**src/bt_pkg.sv**
```systemverilog
// Purpose: Constants and types for the branch trace and precise sampling block
// Assumes: 25 MHz core clock, single domain
// Notes:   Register offsets and layouts are word indices on the plain register port
package bt_pkg;

  localparam int ADDR_W  = 32;
  localparam int DEPTH   = 16;
  localparam int PTR_W   = 4;
  localparam int RA_W    = 8;

  // Register map (word addresses on the register port)
  localparam logic [RA_W-1:0] REG_FILTER  = 8'h00;
  localparam logic [RA_W-1:0] REG_EVSEL   = 8'h01;
  localparam logic [RA_W-1:0] REG_CTRL    = 8'h02;
  localparam logic [RA_W-1:0] REG_RELOAD  = 8'h03;
  localparam logic [RA_W-1:0] REG_COUNT   = 8'h04;
  localparam logic [RA_W-1:0] REG_STATUS  = 8'h05;
  localparam logic [RA_W-1:0] REG_MASK    = 8'h06;
  localparam logic [RA_W-1:0] REG_TOS     = 8'h07;
  localparam logic [RA_W-1:0] REG_SMP_IP  = 8'h08;
  localparam logic [RA_W-1:0] REG_SMP_EV  = 8'h09;
  localparam logic [RA_W-1:0] REG_SRC0    = 8'h20;
  localparam logic [RA_W-1:0] REG_DST0    = 8'h30;

  // Filter select bits: a set bit suppresses the category
  localparam int FLT_RING0   = 0;
  localparam int FLT_RING3   = 1;
  localparam int FLT_JCC     = 2;
  localparam int FLT_NCALL   = 3;
  localparam int FLT_NRET    = 4;
  localparam int FLT_IND_JMP = 5;
  localparam int FLT_REL_JMP = 6;
  localparam int FLT_FAR     = 7;
  localparam int FLT_W       = 8;

  // Event select field
  localparam int EV_CODE_LSB = 0;
  localparam int EV_UMASK_LSB = 8;
  localparam int EV_CMASK_LSB = 16;
  localparam int EV_INV_BIT  = 24;
  localparam int EV_EN_BIT   = 25;
  localparam int EV_PREC_BIT = 26;

  localparam logic [7:0] EVC_BRANCH = 8'hc4;
  localparam logic [7:0] EVC_INST   = 8'hc0;
  localparam logic [7:0] EVC_UOPS   = 8'hc2;
  localparam logic [7:0] EVC_SSE    = 8'hc7;
  localparam logic [7:0] EVC_FPAST  = 8'hf7;

  // Branch event unit masks
  localparam logic [7:0] UM_ALL      = 8'h00;
  localparam logic [7:0] UM_COND     = 8'h01;
  localparam logic [7:0] UM_NCALL    = 8'h02;
  localparam int         UM_MISP_BIT = 7;

  // Control register bits
  localparam int CTRL_FREEZE_EN = 0;
  localparam int CTRL_UNFREEZE  = 1;
  localparam int CTRL_DISARM    = 2;

  // Status / mask bits
  localparam int ST_OVF    = 0;
  localparam int ST_SAMPLE = 1;
  localparam int ST_W      = 2;

  // Timing
  localparam int SHADOW_NS     = 400;
  localparam int FREEZE_NS     = 200;
  localparam int CLK_PERIOD_NS = 40;
  localparam int SHADOW_CYC    = (SHADOW_NS + CLK_PERIOD_NS - 1) / CLK_PERIOD_NS;
  localparam int FREEZE_CYC    = (FREEZE_NS + CLK_PERIOD_NS - 1) / CLK_PERIOD_NS;
  localparam int DLY_W         = 5;

  typedef enum logic [2:0] {
    BR_JCC, BR_NCALL, BR_NRET, BR_IND_JMP, BR_REL_JMP, BR_FAR
  } br_kind_e;

  // One retired instruction from the core
  typedef struct packed {
    logic              valid;
    logic              is_branch;
    logic              taken;
    logic              mispred;
    logic              ring3;
    logic              x87_assist;
    logic              sse_class;
    logic [2:0]        uops;
    br_kind_e          kind;
    logic [ADDR_W-1:0] src;
    logic [ADDR_W-1:0] dst;
  } retire_s;

  // Captured precise sample
  typedef struct packed {
    logic [ADDR_W-1:0] ip;
    logic [7:0]        code;
  } sample_s;

endpackage

```
**src/branch_trace.sv**
```systemverilog
// Purpose: Branch history recorder with precise event sampling and counter
// Assumes: One retirement per cycle from the core, synchronous to clk_i
// Notes:   Registers reached over a plain port, read data one cycle later
`timescale 1ns/1ps

////////////////////////////////////////////////////////////////////////////////
// Summary of operation
// - Every retired taken branch stores its source and target address in the history buffer.
// - The history buffer holds 16 source/target pairs as a rotating buffer.
// - The filter select register restricts recording by ring 0, ring 3 and branch category.
// - With all filter bits clear, every taken branch at every level is recorded.
// - Each set filter bit suppresses its category, so clearing bits 1, 3, 6 and 7 keeps ring-3 near calls, relative jumps and far branches.
// - Precise sampling counts all branches, near calls or conditional branches, all or only mispredicted.
// - A precise branch sample holds the branch target as its instruction pointer.
// - A taken sampled branch's pointer equals the newest history target; a not-taken one adds no entry.
// - After a counter overflow, sampling arms only after a shadow delay, and events in it are lost.
// - Once armed, the next qualifying event is captured.
// - Overflow freezes the history buffer after a delay, so branches in between still enter.
// - Retired-instruction samples freeze at the trigger; the interrupt waits until interrupts are enabled.
// - A huge count mask with invert makes the condition true, counting every cycle.
// - The floating-point assist event sees only x87 assists, not SSE ones.
// - Precise branch events use event code C4H.
// - Further precise events use codes C2H, C7H and F7H.
module branch_trace #(
  parameter int DEPTH = bt_pkg::DEPTH
) (
  // Clock and reset
  input  wire logic                    clk_i,
  input  wire logic                    rstn_i,
  // Retirement stream
  input  wire bt_pkg::retire_s         ret_i,
  input  wire logic                    int_enabled_i,
  // Register port
  input  wire logic [bt_pkg::RA_W-1:0] reg_addr_i,
  input  wire logic [31:0]             reg_wdata_i,
  input  wire logic                    reg_wr_i,
  input  wire logic                    reg_rd_i,
  output logic      [31:0]             reg_rdata_o,
  // Interrupt
  output logic                         irq_o
);

  ////////////////////////////////////////////////////////////////////////////
  // Storage
  logic [bt_pkg::ADDR_W-1:0] src_mem [DEPTH];
  logic [bt_pkg::ADDR_W-1:0] dst_mem [DEPTH];
  logic [bt_pkg::PTR_W-1:0]  tos_reg;
  logic [bt_pkg::FLT_W-1:0]  filter_reg;
  logic [31:0]               evsel_reg;
  logic [31:0]               reload_reg;
  logic [31:0]               count_reg;
  logic [31:0]               ctrl_reg;
  logic [bt_pkg::ST_W-1:0]   status_reg;
  logic [bt_pkg::ST_W-1:0]   mask_reg;
  logic                      frozen_reg;
  logic                      freeze_pend_reg;
  logic [bt_pkg::DLY_W-1:0]  freeze_cnt_reg;
  logic                      shadow_reg;
  logic [bt_pkg::DLY_W-1:0]  shadow_cnt_reg;
  logic                      armed_reg;
  logic                      irq_pend_reg;
  bt_pkg::sample_s           sample_reg;

  ////////////////////////////////////////////////////////////////////////////
  // Decode helpers
  function automatic logic branch_kept(input bt_pkg::retire_s r, input logic [bt_pkg::FLT_W-1:0] f);
    logic lvl_ok;
    logic cat_ok;
    lvl_ok = r.ring3 ? !f[bt_pkg::FLT_RING3] : !f[bt_pkg::FLT_RING0];
    unique case (r.kind)
      bt_pkg::BR_JCC:     cat_ok = !f[bt_pkg::FLT_JCC];
      bt_pkg::BR_NCALL:   cat_ok = !f[bt_pkg::FLT_NCALL];
      bt_pkg::BR_NRET:    cat_ok = !f[bt_pkg::FLT_NRET];
      bt_pkg::BR_IND_JMP: cat_ok = !f[bt_pkg::FLT_IND_JMP];
      bt_pkg::BR_REL_JMP: cat_ok = !f[bt_pkg::FLT_REL_JMP];
      bt_pkg::BR_FAR:     cat_ok = !f[bt_pkg::FLT_FAR];
      default:            cat_ok = 1'b0;
    endcase
    return lvl_ok && cat_ok;
  endfunction

  // Event occurrences this cycle for a given event selection
  function automatic logic [2:0] event_hits(input bt_pkg::retire_s r, input logic [31:0] sel);
    logic [7:0] code;
    logic [7:0] um;
    logic       typ;
    logic [2:0] n;
    code = sel[bt_pkg::EV_CODE_LSB +: 8];
    um   = sel[bt_pkg::EV_UMASK_LSB +: 8];
    typ  = 1'b0;
    n    = 3'h0;
    unique case (um & ~(8'h01 << bt_pkg::UM_MISP_BIT))
      bt_pkg::UM_COND:  typ = r.kind == bt_pkg::BR_JCC;
      bt_pkg::UM_NCALL: typ = r.kind == bt_pkg::BR_NCALL;
      default:          typ = 1'b1;
    endcase
    if (r.valid) begin
      unique case (code)
        bt_pkg::EVC_BRANCH:
          n = {2'h0, r.is_branch && typ && (!um[bt_pkg::UM_MISP_BIT] || r.mispred)};
        bt_pkg::EVC_INST:  n = 3'h1;
        bt_pkg::EVC_UOPS:  n = r.uops;
        bt_pkg::EVC_SSE:   n = {2'h0, r.sse_class};
        bt_pkg::EVC_FPAST: n = {2'h0, r.x87_assist};
        default:           n = 3'h0;
      endcase
    end
    return n;
  endfunction

  ////////////////////////////////////////////////////////////////////////////
  // Event condition and count
  logic [2:0]  hits;
  logic [7:0]  cmask;
  logic        cond;
  logic [31:0] count_next;
  logic        ovf;
  logic        en;
  logic        record;

  assign hits  = event_hits(ret_i, evsel_reg);
  assign cmask = evsel_reg[bt_pkg::EV_CMASK_LSB +: 8];
  assign en    = evsel_reg[bt_pkg::EV_EN_BIT];
  always_comb begin
    // With a threshold, the condition is per cycle; invert may make it always true
    if (cmask != 8'h00) begin
      cond = ({5'h0, hits} >= cmask) ^ evsel_reg[bt_pkg::EV_INV_BIT];
    end else begin
      cond = hits != 3'h0;
    end
  end
  assign count_next = (cmask != 8'h00) ? count_reg + {31'h0, cond} : count_reg + {29'h0, hits};
  assign ovf        = en && (count_next < count_reg);
  assign record     = ret_i.valid && ret_i.is_branch && ret_i.taken && !frozen_reg &&
                      branch_kept(ret_i, filter_reg);

  always_ff @(posedge clk_i or negedge rstn_i) begin
    if (!rstn_i) begin
      count_reg <= 32'h0;
    end else if (reg_wr_i && reg_addr_i == bt_pkg::REG_COUNT) begin
      count_reg <= reg_wdata_i;
    end else if (ovf) begin
      count_reg <= reload_reg;
    end else if (en) begin
      count_reg <= count_next;
    end
  end

  ////////////////////////////////////////////////////////////////////////////
  // History buffer
  always_ff @(posedge clk_i) begin
    if (record) begin
      src_mem[tos_reg + 4'h1] <= ret_i.src;
      dst_mem[tos_reg + 4'h1] <= ret_i.dst;
    end
  end

  always_ff @(posedge clk_i or negedge rstn_i) begin
    if (!rstn_i) begin
      tos_reg <= 4'h0;
    end else if (record) begin
      tos_reg <= tos_reg + 4'h1;
    end
  end

  // Freeze takes effect after a delay; branches in between still enter
  always_ff @(posedge clk_i or negedge rstn_i) begin
    if (!rstn_i) begin
      frozen_reg      <= 1'b0;
      freeze_pend_reg <= 1'b0;
      freeze_cnt_reg  <= '0;
    end else if (ovf && ctrl_reg[bt_pkg::CTRL_FREEZE_EN] && !frozen_reg && !freeze_pend_reg) begin
      // Overflow wins over a same-cycle unfreeze
      freeze_pend_reg <= 1'b1;
      freeze_cnt_reg  <= bt_pkg::DLY_W'(bt_pkg::FREEZE_CYC - 1);
    end else if (reg_wr_i && reg_addr_i == bt_pkg::REG_CTRL && reg_wdata_i[bt_pkg::CTRL_UNFREEZE]) begin
      frozen_reg      <= 1'b0;
      freeze_pend_reg <= 1'b0;
    end else if (freeze_pend_reg) begin
      if (freeze_cnt_reg == '0) begin
        frozen_reg      <= 1'b1;
        freeze_pend_reg <= 1'b0;
      end else begin
        freeze_cnt_reg <= freeze_cnt_reg - 1'b1;
      end
    end
  end

  ////////////////////////////////////////////////////////////////////////////
  // Shadow, arming and capture
  logic capture;
  assign capture = armed_reg && hits != 3'h0;

  always_ff @(posedge clk_i or negedge rstn_i) begin
    if (!rstn_i) begin
      shadow_reg     <= 1'b0;
      shadow_cnt_reg <= '0;
      armed_reg      <= 1'b0;
    end else if (ovf && evsel_reg[bt_pkg::EV_PREC_BIT] && !shadow_reg && !armed_reg) begin
      // Overflow wins over a same-cycle disarm
      shadow_reg     <= 1'b1;
      shadow_cnt_reg <= bt_pkg::DLY_W'(bt_pkg::SHADOW_CYC - 1);
    end else if (reg_wr_i && reg_addr_i == bt_pkg::REG_CTRL && reg_wdata_i[bt_pkg::CTRL_DISARM]) begin
      shadow_reg <= 1'b0;
      armed_reg  <= 1'b0;
    end else if (shadow_reg) begin
      if (shadow_cnt_reg == '0) begin
        shadow_reg <= 1'b0;
        armed_reg  <= 1'b1;
      end else begin
        shadow_cnt_reg <= shadow_cnt_reg - 1'b1;
      end
    end else if (capture) begin
      armed_reg <= 1'b0;
    end
  end

  // Record is frozen at the triggering instruction
  always_ff @(posedge clk_i or negedge rstn_i) begin
    if (!rstn_i) begin
      sample_reg <= '0;
    end else if (capture) begin
      sample_reg.ip   <= ret_i.dst;
      sample_reg.code <= evsel_reg[bt_pkg::EV_CODE_LSB +: 8];
    end
  end

  ////////////////////////////////////////////////////////////////////////////
  // Interrupt status, mask and output
  logic [bt_pkg::ST_W-1:0] ev_set;
  logic                    smp_done;
  assign smp_done = (capture || irq_pend_reg) && int_enabled_i;
  assign ev_set   = {smp_done, ovf};

  always_ff @(posedge clk_i or negedge rstn_i) begin
    if (!rstn_i) begin
      irq_pend_reg <= 1'b0;
    end else if (smp_done) begin
      irq_pend_reg <= 1'b0;
    end else if (capture) begin
      irq_pend_reg <= 1'b1;
    end
  end

  always_ff @(posedge clk_i or negedge rstn_i) begin
    if (!rstn_i) begin
      status_reg <= '0;
    end else if (reg_wr_i && reg_addr_i == bt_pkg::REG_STATUS) begin
      status_reg <= (status_reg & ~reg_wdata_i[bt_pkg::ST_W-1:0]) | ev_set;
    end else begin
      status_reg <= status_reg | ev_set;
    end
  end

  always_ff @(posedge clk_i or negedge rstn_i) begin
    if (!rstn_i) begin
      irq_o <= 1'b0;
    end else begin
      irq_o <= |(status_reg & mask_reg);
    end
  end

  ////////////////////////////////////////////////////////////////////////////
  // Configuration registers
  always_ff @(posedge clk_i or negedge rstn_i) begin
    if (!rstn_i) begin
      filter_reg <= '0;
      evsel_reg  <= 32'h0;
      reload_reg <= 32'h0;
      ctrl_reg   <= 32'h0;
      mask_reg   <= '0;
    end else if (reg_wr_i) begin
      unique case (reg_addr_i)
        bt_pkg::REG_FILTER: filter_reg <= reg_wdata_i[bt_pkg::FLT_W-1:0];
        bt_pkg::REG_EVSEL:  evsel_reg  <= reg_wdata_i;
        bt_pkg::REG_RELOAD: reload_reg <= reg_wdata_i;
        bt_pkg::REG_CTRL:   ctrl_reg   <= {31'h0, reg_wdata_i[bt_pkg::CTRL_FREEZE_EN]};
        bt_pkg::REG_MASK:   mask_reg   <= reg_wdata_i[bt_pkg::ST_W-1:0];
        default:            ;
      endcase
    end
  end

  ////////////////////////////////////////////////////////////////////////////
  // Read port
  always_ff @(posedge clk_i or negedge rstn_i) begin
    if (!rstn_i) begin
      reg_rdata_o <= 32'h0;
    end else if (reg_rd_i) begin
      if (reg_addr_i[7:4] == bt_pkg::REG_SRC0[7:4]) begin
        reg_rdata_o <= src_mem[reg_addr_i[3:0]];
      end else if (reg_addr_i[7:4] == bt_pkg::REG_DST0[7:4]) begin
        reg_rdata_o <= dst_mem[reg_addr_i[3:0]];
      end else begin
        unique case (reg_addr_i)
          bt_pkg::REG_FILTER: reg_rdata_o <= {24'h0, filter_reg};
          bt_pkg::REG_EVSEL:  reg_rdata_o <= evsel_reg;
          bt_pkg::REG_CTRL:   reg_rdata_o <= {29'h0, armed_reg, frozen_reg, ctrl_reg[0]};
          bt_pkg::REG_RELOAD: reg_rdata_o <= reload_reg;
          bt_pkg::REG_COUNT:  reg_rdata_o <= count_reg;
          bt_pkg::REG_STATUS: reg_rdata_o <= {30'h0, status_reg};
          bt_pkg::REG_MASK:   reg_rdata_o <= {30'h0, mask_reg};
          bt_pkg::REG_TOS:    reg_rdata_o <= {28'h0, tos_reg};
          bt_pkg::REG_SMP_IP: reg_rdata_o <= sample_reg.ip;
          bt_pkg::REG_SMP_EV: reg_rdata_o <= {24'h0, sample_reg.code};
          default:            reg_rdata_o <= 32'h0;
        endcase
      end
    end else begin
      reg_rdata_o <= 32'h0;
    end
  end

endmodule

```
**config.mk**
```make
export PLATFORM = sky130hd
export DESIGN_NAME = branch_trace
export DESIGN_NICKNAME = d
export VERILOG_FILES = /design/src/bt_pkg.sv /design/src/branch_trace.sv
export SDC_FILE = /design/constraint.sdc
export NUM_CORES = 1
export LEC_CHECK = 0
export BUFFER_PORTS_ARGS = -buffer_cell sky130_fd_sc_hd__buf_4
export CORE_MARGIN = 2
export CORE_UTILIZATION = 55
export CTS_CLUSTER_DIAMETER = 200
export CTS_CLUSTER_SIZE = 8
export DETAILED_ROUTE_END_ITERATION = 12
export GPL_ROUTABILITY_DRIVEN = 0
export HOLD_SLACK_MARGIN = 0.06
export PLACE_DENSITY = 0.75
export SYNTH_ARGS = -nofsm -noshare
export SYNTH_HDL_FRONTEND = slang
export SYNTH_SLANG_ARGS = --single-unit
```
**constraint.sdc**
```tcl
create_clock -name clk_i -period 6.1 [get_ports clk_i]
set_input_delay 1.22 -clock clk_i [delete_from_list [all_inputs] [get_ports clk_i]]
set_output_delay 1.22 -clock clk_i [all_outputs]
set_load 0.005 [all_outputs]
```
## Word-level counts from Yosys, hierarchy flattened

Memory sizes are Yosys's and may differ from the RTL's.
Cells that the tools add are included.

| storage, ports and cells | value |
|---|---|
| memories kept | 2 |
| register bits | 201 |
| input bits | 122 |
| RAM bits | 1,024 |
| memory bits (read-only) | 0 |
| logic and storage cells | 165 |
| bits in latches | 0 |
| output and inout bits | 33 |

Memory list:

| memory | depth | bits a word | rd ports | clocked after memory_dff | write ports | RTL line | source |
|---|---|---|---|---|---|---|---|
| dst_mem | 16 | 32 | 1 | 0 | 1 | branch_trace.sv:46 | `logic [bt_pkg::ADDR_W-1:0] dst_mem [DEPTH];` |
| src_mem | 16 | 32 | 1 | 0 | 1 | branch_trace.sv:45 | `logic [bt_pkg::ADDR_W-1:0] src_mem [DEPTH];` |

| cells by class | value |
|---|---|
| reductions and logical operators | 59 |
| equal/unequal tests | 28 |
| bitwise operators | 8 |
| $add $sub $neg | 5 |
| $mul | 0 |
| magnitude comparators | 2 |
| shift-type cells | 0 |
| multiplexer cells | 42 |
| div/mod/pow operators | 0 |

Operators by type and width:

| operator | number |
|---|---|
| $pmux W32 S10 | 1 |
| $mux W32 | 7 |
| $eq A8 B8 Y1 const B | 5 |
| $mux W5 | 8 |
| $add A32 B1 Y32 | 1 |
| $add A32 B3 Y32 | 1 |
| $eq A8 B3 Y1 const B | 4 |
| $lt A32 B32 Y1 | 1 |
| $logic_and A1 B1 Y1 | 21 |
| $mux W1 | 21 |
| $eq A8 B2 Y1 const B | 2 |
| $eq A8 B4 Y1 const B | 2 |
| $pmux W3 S5 | 1 |
| $logic_not A1 Y1 | 13 |
| $reduce_and A3 Y1 | 4 |
| $logic_not A5 Y1 | 2 |
| $reduce_and A2 Y1 | 5 |
| $reduce_bool A2 Y1 | 5 |
| $sub A5 B1 Y5 const B | 2 |
| $reduce_bool A3 Y1 | 3 |
| $eq A4 B2 Y1 const B | 2 |
| $eq A8 B1 Y1 const B | 1 |
| $ge A3 B8 Y1 | 1 |
| $logic_not A8 Y1 | 1 |
| other kinds (21) | 30 |

## Longest topological paths before layout

Gate-level depths: netlist (run 1).

| logic depth | value |
|---|---|
| word-level depth | 18 |
| gate-level depth with buffers | 34 |
| depth with buffers taken out | 31 |

## Worst setup path after synthesis (run 1)

Ideal clock, no wire load.

| timing | value |
|---|---|
| path type | input-to-reg |
| from | input ret_i[64] in the netlist's numbering |
| to | register count_reg[11] |
| library setup time | 132 ps |
| path slack | -885 ps |
| required time | 5,968 ps |
| path buffers | 3 |
| stages on the path | 34 |
| data arrival time | 6,852 ps |
| path through | nor3b_1 o22ai_1 a31oi_1 o21a_1 o21ai_0 ha_1 nand2b_1 a21oi_1 nor2b_1 o21ai_0 xnor2_1 nor2_1 a21oi_1 ha_1 inv_1 fa_1 inv_1 a21oi_1 or2_2 clkbuf_1 nor2_1 nand3_1 nor2_1 ha_1 xor2_1 and4_1 o311ai_0 a2111oi_1 nor4_2 nand4_1 buf_6 buf_12 mux2i_1 o21ai_1 |

| between the ends | value |
|---|---|
| longest elaborated chain between the ends | 15 |
| elaborated cells on any way between the ends | 20 |
| classes of those cells | 2 x add/sub; 2 x order compare; 1 x eq/ne; 8 x mux; 1 x bitwise; 6 x reduce/logical |

RTL lines:

| element | RTL line | source |
|---|---|---|
| from (decl) | branch_trace.sv:31 | `input wire bt_pkg::retire_s ret_i,` |
| $eq A3 B1 Y1 or $logic_not A3 Y1 (tied branches) | branch_trace.sv:94, branch_trace.sv:93 |  |
| $pmux W1 S2 * | branch_trace.sv:92 | `unique case (um & ~(8'h01 << bt_pkg::UM_MISP_BIT))` |
| $logic_and A1 B1 Y1 * (2 in series) | branch_trace.sv:100 | `n = {2'h0, r.is_branch && typ && (!um[bt_pkg::UM_MISP_BIT] \|\| r.mispred)};` |
| $pmux W3 S5 * | branch_trace.sv:98 | `unique case (code)` |
| $mux W3 * | branch_trace.sv:97 | `if (r.valid) begin` |
| $ge A3 B8 Y1 | branch_trace.sv:127 | `cond = ({5'h0, hits} >= cmask) ^ evsel_reg[bt_pkg::EV_INV_BIT];` |
| $xor A1 B1 Y1 | branch_trace.sv:127 |  |
| $mux W1 | branch_trace.sv:126 | `if (cmask != 8'h00) begin` |
| $add A32 B1 Y32 | branch_trace.sv:132 | `assign count_next = (cmask != 8'h00) ? count_reg + {31'h0, cond} : count_reg + {29'h0, hits};` |
| $mux W32 * | branch_trace.sv:132 |  |
| $lt A32 B32 Y1 | branch_trace.sv:133 | `assign ovf = en && (count_next < count_reg);` |
| $logic_and A1 B1 Y1 | branch_trace.sv:133 |  |
| $mux W32 | branch_trace.sv:142 | `end else if (ovf) begin` |
| $mux W32 | branch_trace.sv:140 | `end else if (reg_wr_i && reg_addr_i == bt_pkg::REG_COUNT) begin` |
| to (signal assigned) | branch_trace.sv:141 | `count_reg <= reg_wdata_i;` |
| to (signal assigned) | branch_trace.sv:143 | `count_reg <= reload_reg;` |
| to (signal assigned) | branch_trace.sv:145 | `count_reg <= count_next;` |
| to (decl) | branch_trace.sv:51 | `logic [31:0] count_reg;` |

Every way passes the cells marked *; elsewhere a longest branch is shown, timed or not. The select of a mux whose other input is x is not followed.
A chain may end at the register's enable or synchronous reset.

## Worst setup path after layout (run 1)

| timing | value |
|---|---|
| from | input ret_i[65] in the netlist's numbering |
| to | register freeze_cnt_reg[1] in the netlist's numbering |

| between the ends | value |
|---|---|
| longest elaborated chain between the ends | 18 |
| elaborated cells on any way between the ends | 24 |
| classes of those cells | 2 x add/sub; 2 x order compare; 3 x eq/ne; 6 x mux; 1 x bitwise; 10 x reduce/logical |

RTL lines:

| element | RTL line | source |
|---|---|---|
| $eq A3 B1 Y1 or $logic_not A3 Y1 (tied branches) | branch_trace.sv:94, branch_trace.sv:93 |  |
| $pmux W1 S2 * | branch_trace.sv:92 |  |
| $logic_and A1 B1 Y1 * (2 in series) | branch_trace.sv:100 |  |
| $pmux W3 S5 * | branch_trace.sv:98 |  |
| $mux W3 * | branch_trace.sv:97 |  |
| $ge A3 B8 Y1 | branch_trace.sv:127 |  |
| $xor A1 B1 Y1 | branch_trace.sv:127 |  |
| $mux W1 | branch_trace.sv:126 |  |
| $add A32 B1 Y32 | branch_trace.sv:132 |  |
| $mux W32 * | branch_trace.sv:132 |  |
| $lt A32 B32 Y1 * | branch_trace.sv:133 |  |
| $logic_and A1 B1 Y1 * | branch_trace.sv:133 |  |
| $logic_and A1 B1 Y1 * (3 in series) | branch_trace.sv:172 | `end else if (ovf && ctrl_reg[bt_pkg::CTRL_FREEZE_EN] && !frozen_reg && !freeze_pend_reg) begin` |
| $ne A2 B2 Y1 (no source line) or $reduce_bool A2 Y1 (tied branches) | - |  |
| $reduce_and A3 Y1 (no source line) | - |  |
| to (signal assigned) | branch_trace.sv:175 | `freeze_cnt_reg <= bt_pkg::DLY_W'(bt_pkg::FREEZE_CYC - 1);` |
| to (signal assigned) | branch_trace.sv:184 | `freeze_cnt_reg <= freeze_cnt_reg - 1'b1;` |
| to (decl) | branch_trace.sv:57 | `logic [bt_pkg::DLY_W-1:0] freeze_cnt_reg;` |

Every way passes the cells marked *; elsewhere a longest branch is shown, timed or not.

==> run summary, run 1 <==
Max frequency = 162.5 MHz
Power Density = 346.9 mW/mm^2
Reg2reg end = freeze_cnt_reg[1]
Post-detail-place hpwl = 69670 um
Crit path DAT = 6.76 ns
Final worst slack = -0.05209 ns
Syn Nets = 2650
Cts hold-fix bufs = 0
FP Rows = 109
Drt via density = 6.748
Overall Power = 20060 uW
FILL cells = 5550
Library cells used by synthesis = 73
Fin. Hold Viols = 0
Antenna violations before repair = 13
Fin nets = 2960
Die Span Y = 303.8 um
Slew Viols, Final = 0
Die span in x = 303.8 um
Post-DRT Antenna Nets = 0
Syn Inst Count = 2495
FF+latch area = 0.03578 mm^2
Part of the Yosys area used for sequential elements = 0.7237
Input/output buffers = 154
WL per Instance = 32.46 um
Crit path max fanout = 6
Synth Warn # = 0
R2r startpoint = evsel_reg[0]
RSZ-0062 raised after global routing = yes
Tcrit/Tclk final = 1.009
DRC Markers = 0
Critical path class = in2reg
Clk_skew = 0.02553 ns
Number of synthesized flops with an enable pin = 1024
I/O pins = 155
Syn Area/Cell = 19.82 um^2
Peak VDD IR = 220.3 uV
Max Buffers Root-to-Sink = 3
Primary FF master, synth = edfxtp_1
MaxCap Viol Count = 0
Detailed Routing Iterations Pass 1 = 6
CTS tree = done
GRT Total Usage = 0.2861
Flop2flop setup slack = -0.04 ns
Asr flop ratio synth = 0.1641
Post-Route WL = 131000 um
Largest net degree at the start of global routing = 109
Leakage = 0.02013 uW
Worst slew margin = 0.2836
First-pass GRT wire length = 192000 um
Initial DRC count = 3464
Vias = 27.23k
CP startpoint = ret_i[65]
Worst setup endpoint = freeze_cnt_reg[1]
Seq cells post-synth = 1225
P&R area growth vs syn = 17.00%
Worst Hold Class = in2async
Failing checks = negative setup slack
Final setup viols = 6
Starting Density = 0.5568
Slowest-stage cell, CP = nor4b_4
Worst setup EP type = flip-flop
Root buffer cell = clkbuf_16
Req. time, crit path = 6.71 ns
Area of the multi-input gates = 0.01323 mm^2
Layout cell share with drive strength beyond 1 = 0.3364
R2R cell count = 32
Dpl cells = 3783
Worst setup SP type = primary input
Setup TNS = -0.1370 ns
Core ar. = 0.08878 mm^2
H-tree Lvls = 4
Pre-CTS WS = -0.7450 ns
Clk slew on worst S/H paths = 0.06 ns
Clock sink count = 1225
Cell Area, Synth = 0.04944 mm^2
Status = complete, but fails checks
Worst skew pair latency = 0.76 ns
Vias in the first global route = 28.22k
Final min period = 6.152 ns
Finished Layout Cells = 4036
Remaining global-route overflow = 0
Worst-Margin Slew = 1.073 ns
CTS Buf Count = 171
Max incr delay on CP = 0.40 ns
Die ar. = 0.09230 mm^2
## kinds of logic after synthesis
| logic type | count (synthesis) | share of synthesized area |
|---|---|---|
| muxes | 469 | 0.1794 |
| adders and majority gates | 33 | 0.008503 |
| buffers and inverters | 189 | 0.01567 |
| and+or+nand+nor | 269 | 0.02997 |
| xor gates and xnor gates | 39 | 0.006909 |
| DFF | 1225 | 0.7237 |
| AOI/OAI and AO/OA | 271 | 0.03584 |
## how the worst min path moves through the flow
stage	startpoint	endpoint	cells after the start
floorplan	sample_reg[6]	sample_reg[6]	1
global placement	sample_reg[7]	sample_reg[7]	1
detailed placement	sample_reg[7]	sample_reg[7]	1
CTS	sample_reg[7]	sample_reg[7]	1
global route	sample_reg[7]	sample_reg[7]	1
finish	rstn_i	reg_rdata_o[12]	1
## layout make-up
cell class | instances | area share
Tap cell | 1165 | 0.02520
Inverter | 55 | 0.003569
Antenna cell | 5 | 0.0002163
Multi-Input combinational cell | 1081 | 0.2288
Timing Repair Buffer | 271 | 0.04188
Sequential cell | 1225 | 0.6185
Clock buffer | 222 | 0.07875
Clock inverter | 12 | 0.003093
## synthesized netlist by cell type, types with 6 or more instances
library cell / count / area, um^2
or2_2: 6 / 37.54
buf_1: 32 / 120.1
mux2i_1: 39 / 390.4
nor2_1: 46 / 172.7
mux4_2: 323 / 7274
nor4_1: 8 / 50.05
nand2_1: 67 / 251.5
mux2_2: 105 / 1182
xor2_1: 18 / 157.7
a31oi_1: 34 / 212.7
a21oi_1: 44 / 220.2
xnor2_1: 21 / 183.9
and4_1: 7 / 61.31
ha_1: 32 / 400.4
and3_1: 18 / 112.6
nand2b_1: 13 / 81.33
inv_1: 55 / 206.5
o21ai_1: 34 / 170.2
edfxtp_1: 1024 / 30750
clkbuf_1: 96 / 360.4
nor3_1: 31 / 155.2
dfrtp_1: 201 / 5030
nand3_1: 12 / 60.06
a221oi_1: 10 / 87.58
nand4_1: 10 / 62.56
a22oi_1: 77 / 578.1
nor3b_1: 15 / 112.6
o21ai_0: 32 / 160.2
nor2b_1: 9 / 56.30
## worst max-delay path, delay by kind of cell
family | cells | cell delay, ns
xor+xnor | 2 | 0.31
simple gates | 11 | 2.07
fa+ha+maj | 4 | 1.15
buf+inv | 4 | 0.44
compound gates | 12 | 1.56
## repair_timing
item                                    CTS  global route
gates cloned                              0             3
buffers inserted                          0            11
pin swaps                                 1            20
gates resized for setup                   4            34
endpoints found under the setup margin   42            45
## placed cells by master, fill, tap and decap left out, types with 6 or more instances in the layout
cell | netlist | layout
buf_4 | 0 | 236
mux2i_1 | 39 | 35
and4_1 | 7 | 6
xnor2_1 | 21 | 21
nand3_1 | 12 | 11
a221oi_1 | 10 | 10
mux4_2 | 323 | 323
nand2_1 | 67 | 67
inv_1 | 55 | 53
buf_12 | 3 | 24
and3_4 | 0 | 12
mux2_2 | 105 | 105
nor2b_1 | 9 | 8
o21ai_0 | 32 | 29
nor2_1 | 46 | 35
nand2b_1 | 13 | 12
clkbuf_1 | 96 | 47
nor2_4 | 0 | 6
dfrtp_1 | 201 | 201
nor3b_1 | 15 | 14
ha_1 | 32 | 30
nor3_1 | 31 | 30
xor2_1 | 18 | 15
a21oi_1 | 44 | 41
o21ai_1 | 34 | 35
nor4_1 | 8 | 7
clkbuf_16 | 0 | 177
edfxtp_1 | 1024 | 1024
a31oi_1 | 34 | 34
nand4_1 | 10 | 10
a22oi_1 | 77 | 77
## metal layers
metal | wire length (um) | GRT usage
met5 | 104 | 0
met4 | 4163 | 0.1062
met3 | 13070 | 0.06331
met2 | 65060 | 0.4648
met1 | 48630 | 0.3849
## through the flow
stage	utilization	area, um^2	hold WS (ns)
6_report	0.6515	57850	0.4886
5_1_grt	0.6515	57840	0.4950
4_1_cts	0.6480	57530	0.4805
3_5_place_dp	0.5944	52780	0.4597
3_3_place_gp	0.5944	52780	0.4548
2_1_floorplan	-	49530	0.4407
## where the power goes
part / internal (uW) / switching, uW / leakage, uW
clock: 5150 / 3390 / 0.00230
combinational: 841 / 1080 / 0.00589
sequential: 9350 / 252 / 0.0119
(Power assumes the default switching activity.)
==> run 2: changes to the inputs <==
- ABC_AREA: not set -> 1
- CTS_CLUSTER_DIAMETER: 200 -> 80
- PLACE_DENSITY: 0.75 -> 0.72
==> run 2 against run 1 <==
  * The flow still finishes with violations (negative setup slack)
  * Combinational power about the same
  * Sequential power hardly changed
  * Clock-buffer cell count is 34 higher
  * Largest cell class unchanged
  * Largest power group unchanged
==> run summary, run 2 <==
Vias = 32.97k (was 27.23k)
Final worst slack = -0.06190 ns (was -0.05209 ns)
Drt via density = 6.499 (was 6.748)
Most frequent cell after synthesis = edfxtp_1 (unchanged)
Die Span Y = 298.8 um (was 303.8 um)
H-tree Lvls = 4 (unchanged)
Adder-cell area share of the yosys netlist = 0.008794 (was 0.008504)
Cts hold-fix bufs = 0 (unchanged)
Core ar. = 0.08648 mm^2 (was 0.08878 mm^2)
Most instantiated cells after synthesis = edfxtp_1 (1024), o22ai_1 (544), nand2_1 (487), o21ai_0 (372), inv_1 (205) (was edfxtp_1 (1024), mux4_2 (323), dfrtp_1 (201), mux2_2 (105), clkbuf_1 (96))
Syn Area/Cell = 13.46 um^2 (was 19.82 um^2)
Post-synth top area share = 0.6432 (was 0.6220)
Worst Hold Class = in2async (unchanged)
Crit path DAT = 6.83 ns (was 6.76 ns)
Antenna violations before repair = 12 (was 13)
Max frequency = 162.3 MHz (was 162.5 MHz)
Flop2flop setup slack = -0.06 ns (was -0.04 ns)
Ranking of synthesized cells by area = edfxtp_1 (64%), dfrtp_1 (11%), o22ai_1 (7.1%) (was edfxtp_1 (62%), mux4_2 (15%), dfrtp_1 (10%))
Clk slew on worst S/H paths = 0.05 ns (was 0.06 ns)
Input/output buffers = 154 (unchanged)
Max incr delay on CP = 0.40 ns (about the same)
R2r startpoint = evsel_reg[3] (was evsel_reg[0])
Die ar. = 0.08930 mm^2 (was 0.09230 mm^2)
Seq cells post-synth = 1225 (unchanged)
Fin. Hold Viols = 0 (unchanged)
Worst slew margin = 0.1882 (was 0.2836)
Final min period = 6.162 ns (was 6.152 ns)
Met3 global-route usage = 0.07343 (was 0.06331)
Post-DRT Antenna Nets = 0 (unchanged)
CTS tree = done (unchanged)
Critical path class = reg2reg (was in2reg)
Dpl cells = 4776 (was 3783)
DRC Markers = 0 (unchanged)
Number of synthesized flops with an enable pin = 1024 (unchanged)
WL per Instance = 27.07 um (was 32.46 um)
Power Density = 357.2 mW/mm^2 (was 346.9 mW/mm^2)
Max Buffers Root-to-Sink = 3 (unchanged)
Routing usage on met1 = 0.4232 (was 0.3849)
Crit path max fanout = 8 (was 6)
RSZ-0062 raised after global routing = yes (unchanged)
I/O pins = 155 (unchanged)
Synth Warn # = 0 (unchanged)
MaxCap Viol Count = 0 (unchanged)
GRT Total Usage = 0.3032 (was 0.2861)
P&R area growth vs syn = 17.60% (was 17.00%)
Clk_skew = 0.02410 ns (was 0.02553 ns)
Tcrit/Tclk final = 1.010 (was 1.009)
Remaining global-route overflow = 0 (unchanged)
Layout cell share with drive strength beyond 1 = 0.1432 (was 0.3364)
Peak VDD IR = 243.4 uV (was 220.3 uV)
Vias in the first global route = 31.45k (was 28.22k)
Synth area leader = edfxtp_1 (unchanged)
Die span in x = 298.8 um (was 303.8 um)
Post-Route WL = 137400 um (was 131000 um)
Detailed Routing Iterations Pass 1 = 6 (unchanged)
Slew Viols, Final = 0 (unchanged)
Cell Area, Synth = 0.04781 mm^2 (was 0.04944 mm^2)
Initial DRC count = 4733 (was 3464)
Post-synthesis compound-gate area fraction = 0.1351 (was 0.03584)
CTS Buf Count = 171 (unchanged)
Placed cell areas = 0.05102 mm^2 (was 0.05278 mm^2)
Worst setup SP type = flip-flop (was primary input)
Most frequent cells in the layout = edfxtp_1 (1024), o22ai_1 (544), nand2_1 (477), o21ai_0 (370), buf_4 (250) (was edfxtp_1 (1024), mux4_2 (323), buf_4 (236), dfrtp_1 (201), clkbuf_16 (177))
Primary FF master, synth = edfxtp_1 (unchanged)
Layer with the highest usage = met2 (unchanged)
Top cell by count, worst path = nand2_1
Post-detail-place hpwl = 78030 um (was 69670 um)
Mux contribution to synthesized area = 0 (was 0.1794)
Library cells used by synthesis = 50 (was 73)
Largest family of logic cells by synthesized area = compound AO/OA/AOI/OAI gates (was multiplexers)
Starting Density = 0.5528 (was 0.5568)
Failing checks = negative setup slack (unchanged)
Root buffer cell = clkbuf_16 (unchanged)
Part of the Yosys area used for sequential elements = 0.7484 (was 0.7237)
Largest net degree at the start of global routing = 167 (was 109)
Clock sink count = 1225 (unchanged)
Finished Cell Area = 0.05622 mm^2 (was 0.05785 mm^2)
Xor/xnor share of the synthesized area = 0.004946 (was 0.006909)
Finished Layout Cells = 5074 (was 4036)
Req. time, crit path = 6.76 ns (was 6.71 ns)
First-pass GRT wire length = 201100 um (was 192000 um)
Post-synthesis simple-gate area fraction = 0.06998 (was 0.02996)
Hold Slack = 0.4751 ns (was 0.4886 ns)
Worst skew pair latency = 0.75 ns (was 0.76 ns)
Slowest-stage cell, CP = dfrtp_1 (was nor4b_4)
FP Rows = 108 (was 109)
Worst setup EP type = flip-flop (unchanged)
Syn Nets = 3707 (was 2650)
Overall Power = 20080 uW (was 20060 uW)
Final setup viols = 20 (was 6)
Grt met2 use = 0.4610 (was 0.4648)
Asr flop ratio synth = 0.1641 (unchanged)
Status = complete, but fails checks (unchanged)
Worst-Margin Slew = 1.211 ns (was 1.073 ns)
Syn Inst Count = 3552 (was 2495)
Fin nets = 3970 (was 2960)
CP startpoint = evsel_reg[3] (was ret_i[65])
Leakage = 0.02014 uW (was 0.02013 uW)
Commonest non-fill, non-tap cell in the layout = edfxtp_1 (unchanged)
-- run 2: area by class of cell --
type | instances | area [um^2]
flip-flops and latches | 1225 | 35780
repair buffers | 284 | 2529
clock buffers | 256 | 4641
diodes | 9 | 22.52
clock inverters | 12 | 190.2
fillers | 6005 | 30260
multi-input cells | 1916 | 10760
inverters | 217 | 855.8
well taps | 1155 | 1445
-- run 2: kinds of logic (layout without fill, tap and decap cells) --
logic type,after synthesis,after routing
AND/OR/NAND/NOR,791,791
XOR/XNOR,27,27
other,0,9
adder cells (fa/ha/maj),33,33
buffers and inverters,411,769
AO/OA/AOI/OAI,1065,1065
flip-flops,1225,1225
-- run 2: worst paths after layout --
check | cells after the start | endpoint
max | 38 | count_reg[18]
max reg2reg | 38 | count_reg[18]
min in group clk_i | 1 | sample_reg[7]
max in group asynchronous | 2 | reg_rdata_o[28]
min | 1 | filter_reg[0]
min reg2reg | 1 | sample_reg[7]
-- run 2: worst max-delay path, delay by kind of cell, from the launching register on --
family	cells	cell delay, ns
fa+ha+maj	4	1.11
compound gates	7	1.03
simple gates	19	2.60
xor+xnor	2	0.26
buf+inv	6	0.65
flops	1	0.40
-- run 2: where the power goes --
| group | switching, uW | leakage, uW | total [uW] | internal, uW |
|---|---|---|---|---|
| clock | 3400 | 0.00232 | 8590 | 5190 |
| combinational | 1280 | 0.00595 | 1920 | 648 |
| sequential | 227 | 0.0119 | 9570 | 9340 |
-- run 2: per-stage QoR --
stage / utilization / setup TNS, ns / setup WS (ns)
3_3_place_gp: 0.5899 / -26.03 / -0.6439
3_5_place_dp: 0.5899 / -33.19 / -0.7861
2_1_floorplan: - / -2.227 / -0.09211
5_1_grt: 0.6499 / -14.60 / -0.3889
6_report: 0.6501 / -0.4933 / -0.06190
4_1_cts: 0.6461 / 0 / 0.01159
-- run 2: repair_timing --
item / in CTS / in global routing
endpoints found under the setup margin: 37 / 47
setup buffers: 3 / 13
pin swaps: 4 / 24
gates cloned: 0 / 5
resized for setup: 2 / 29
-- run 2: metal layers --
layer,vias up,share of wire
met5,-,0.00058
met4,12,0.038
met3,370,0.12
met2,2230,0.46
met1,16293,0.38
li1,14069,-
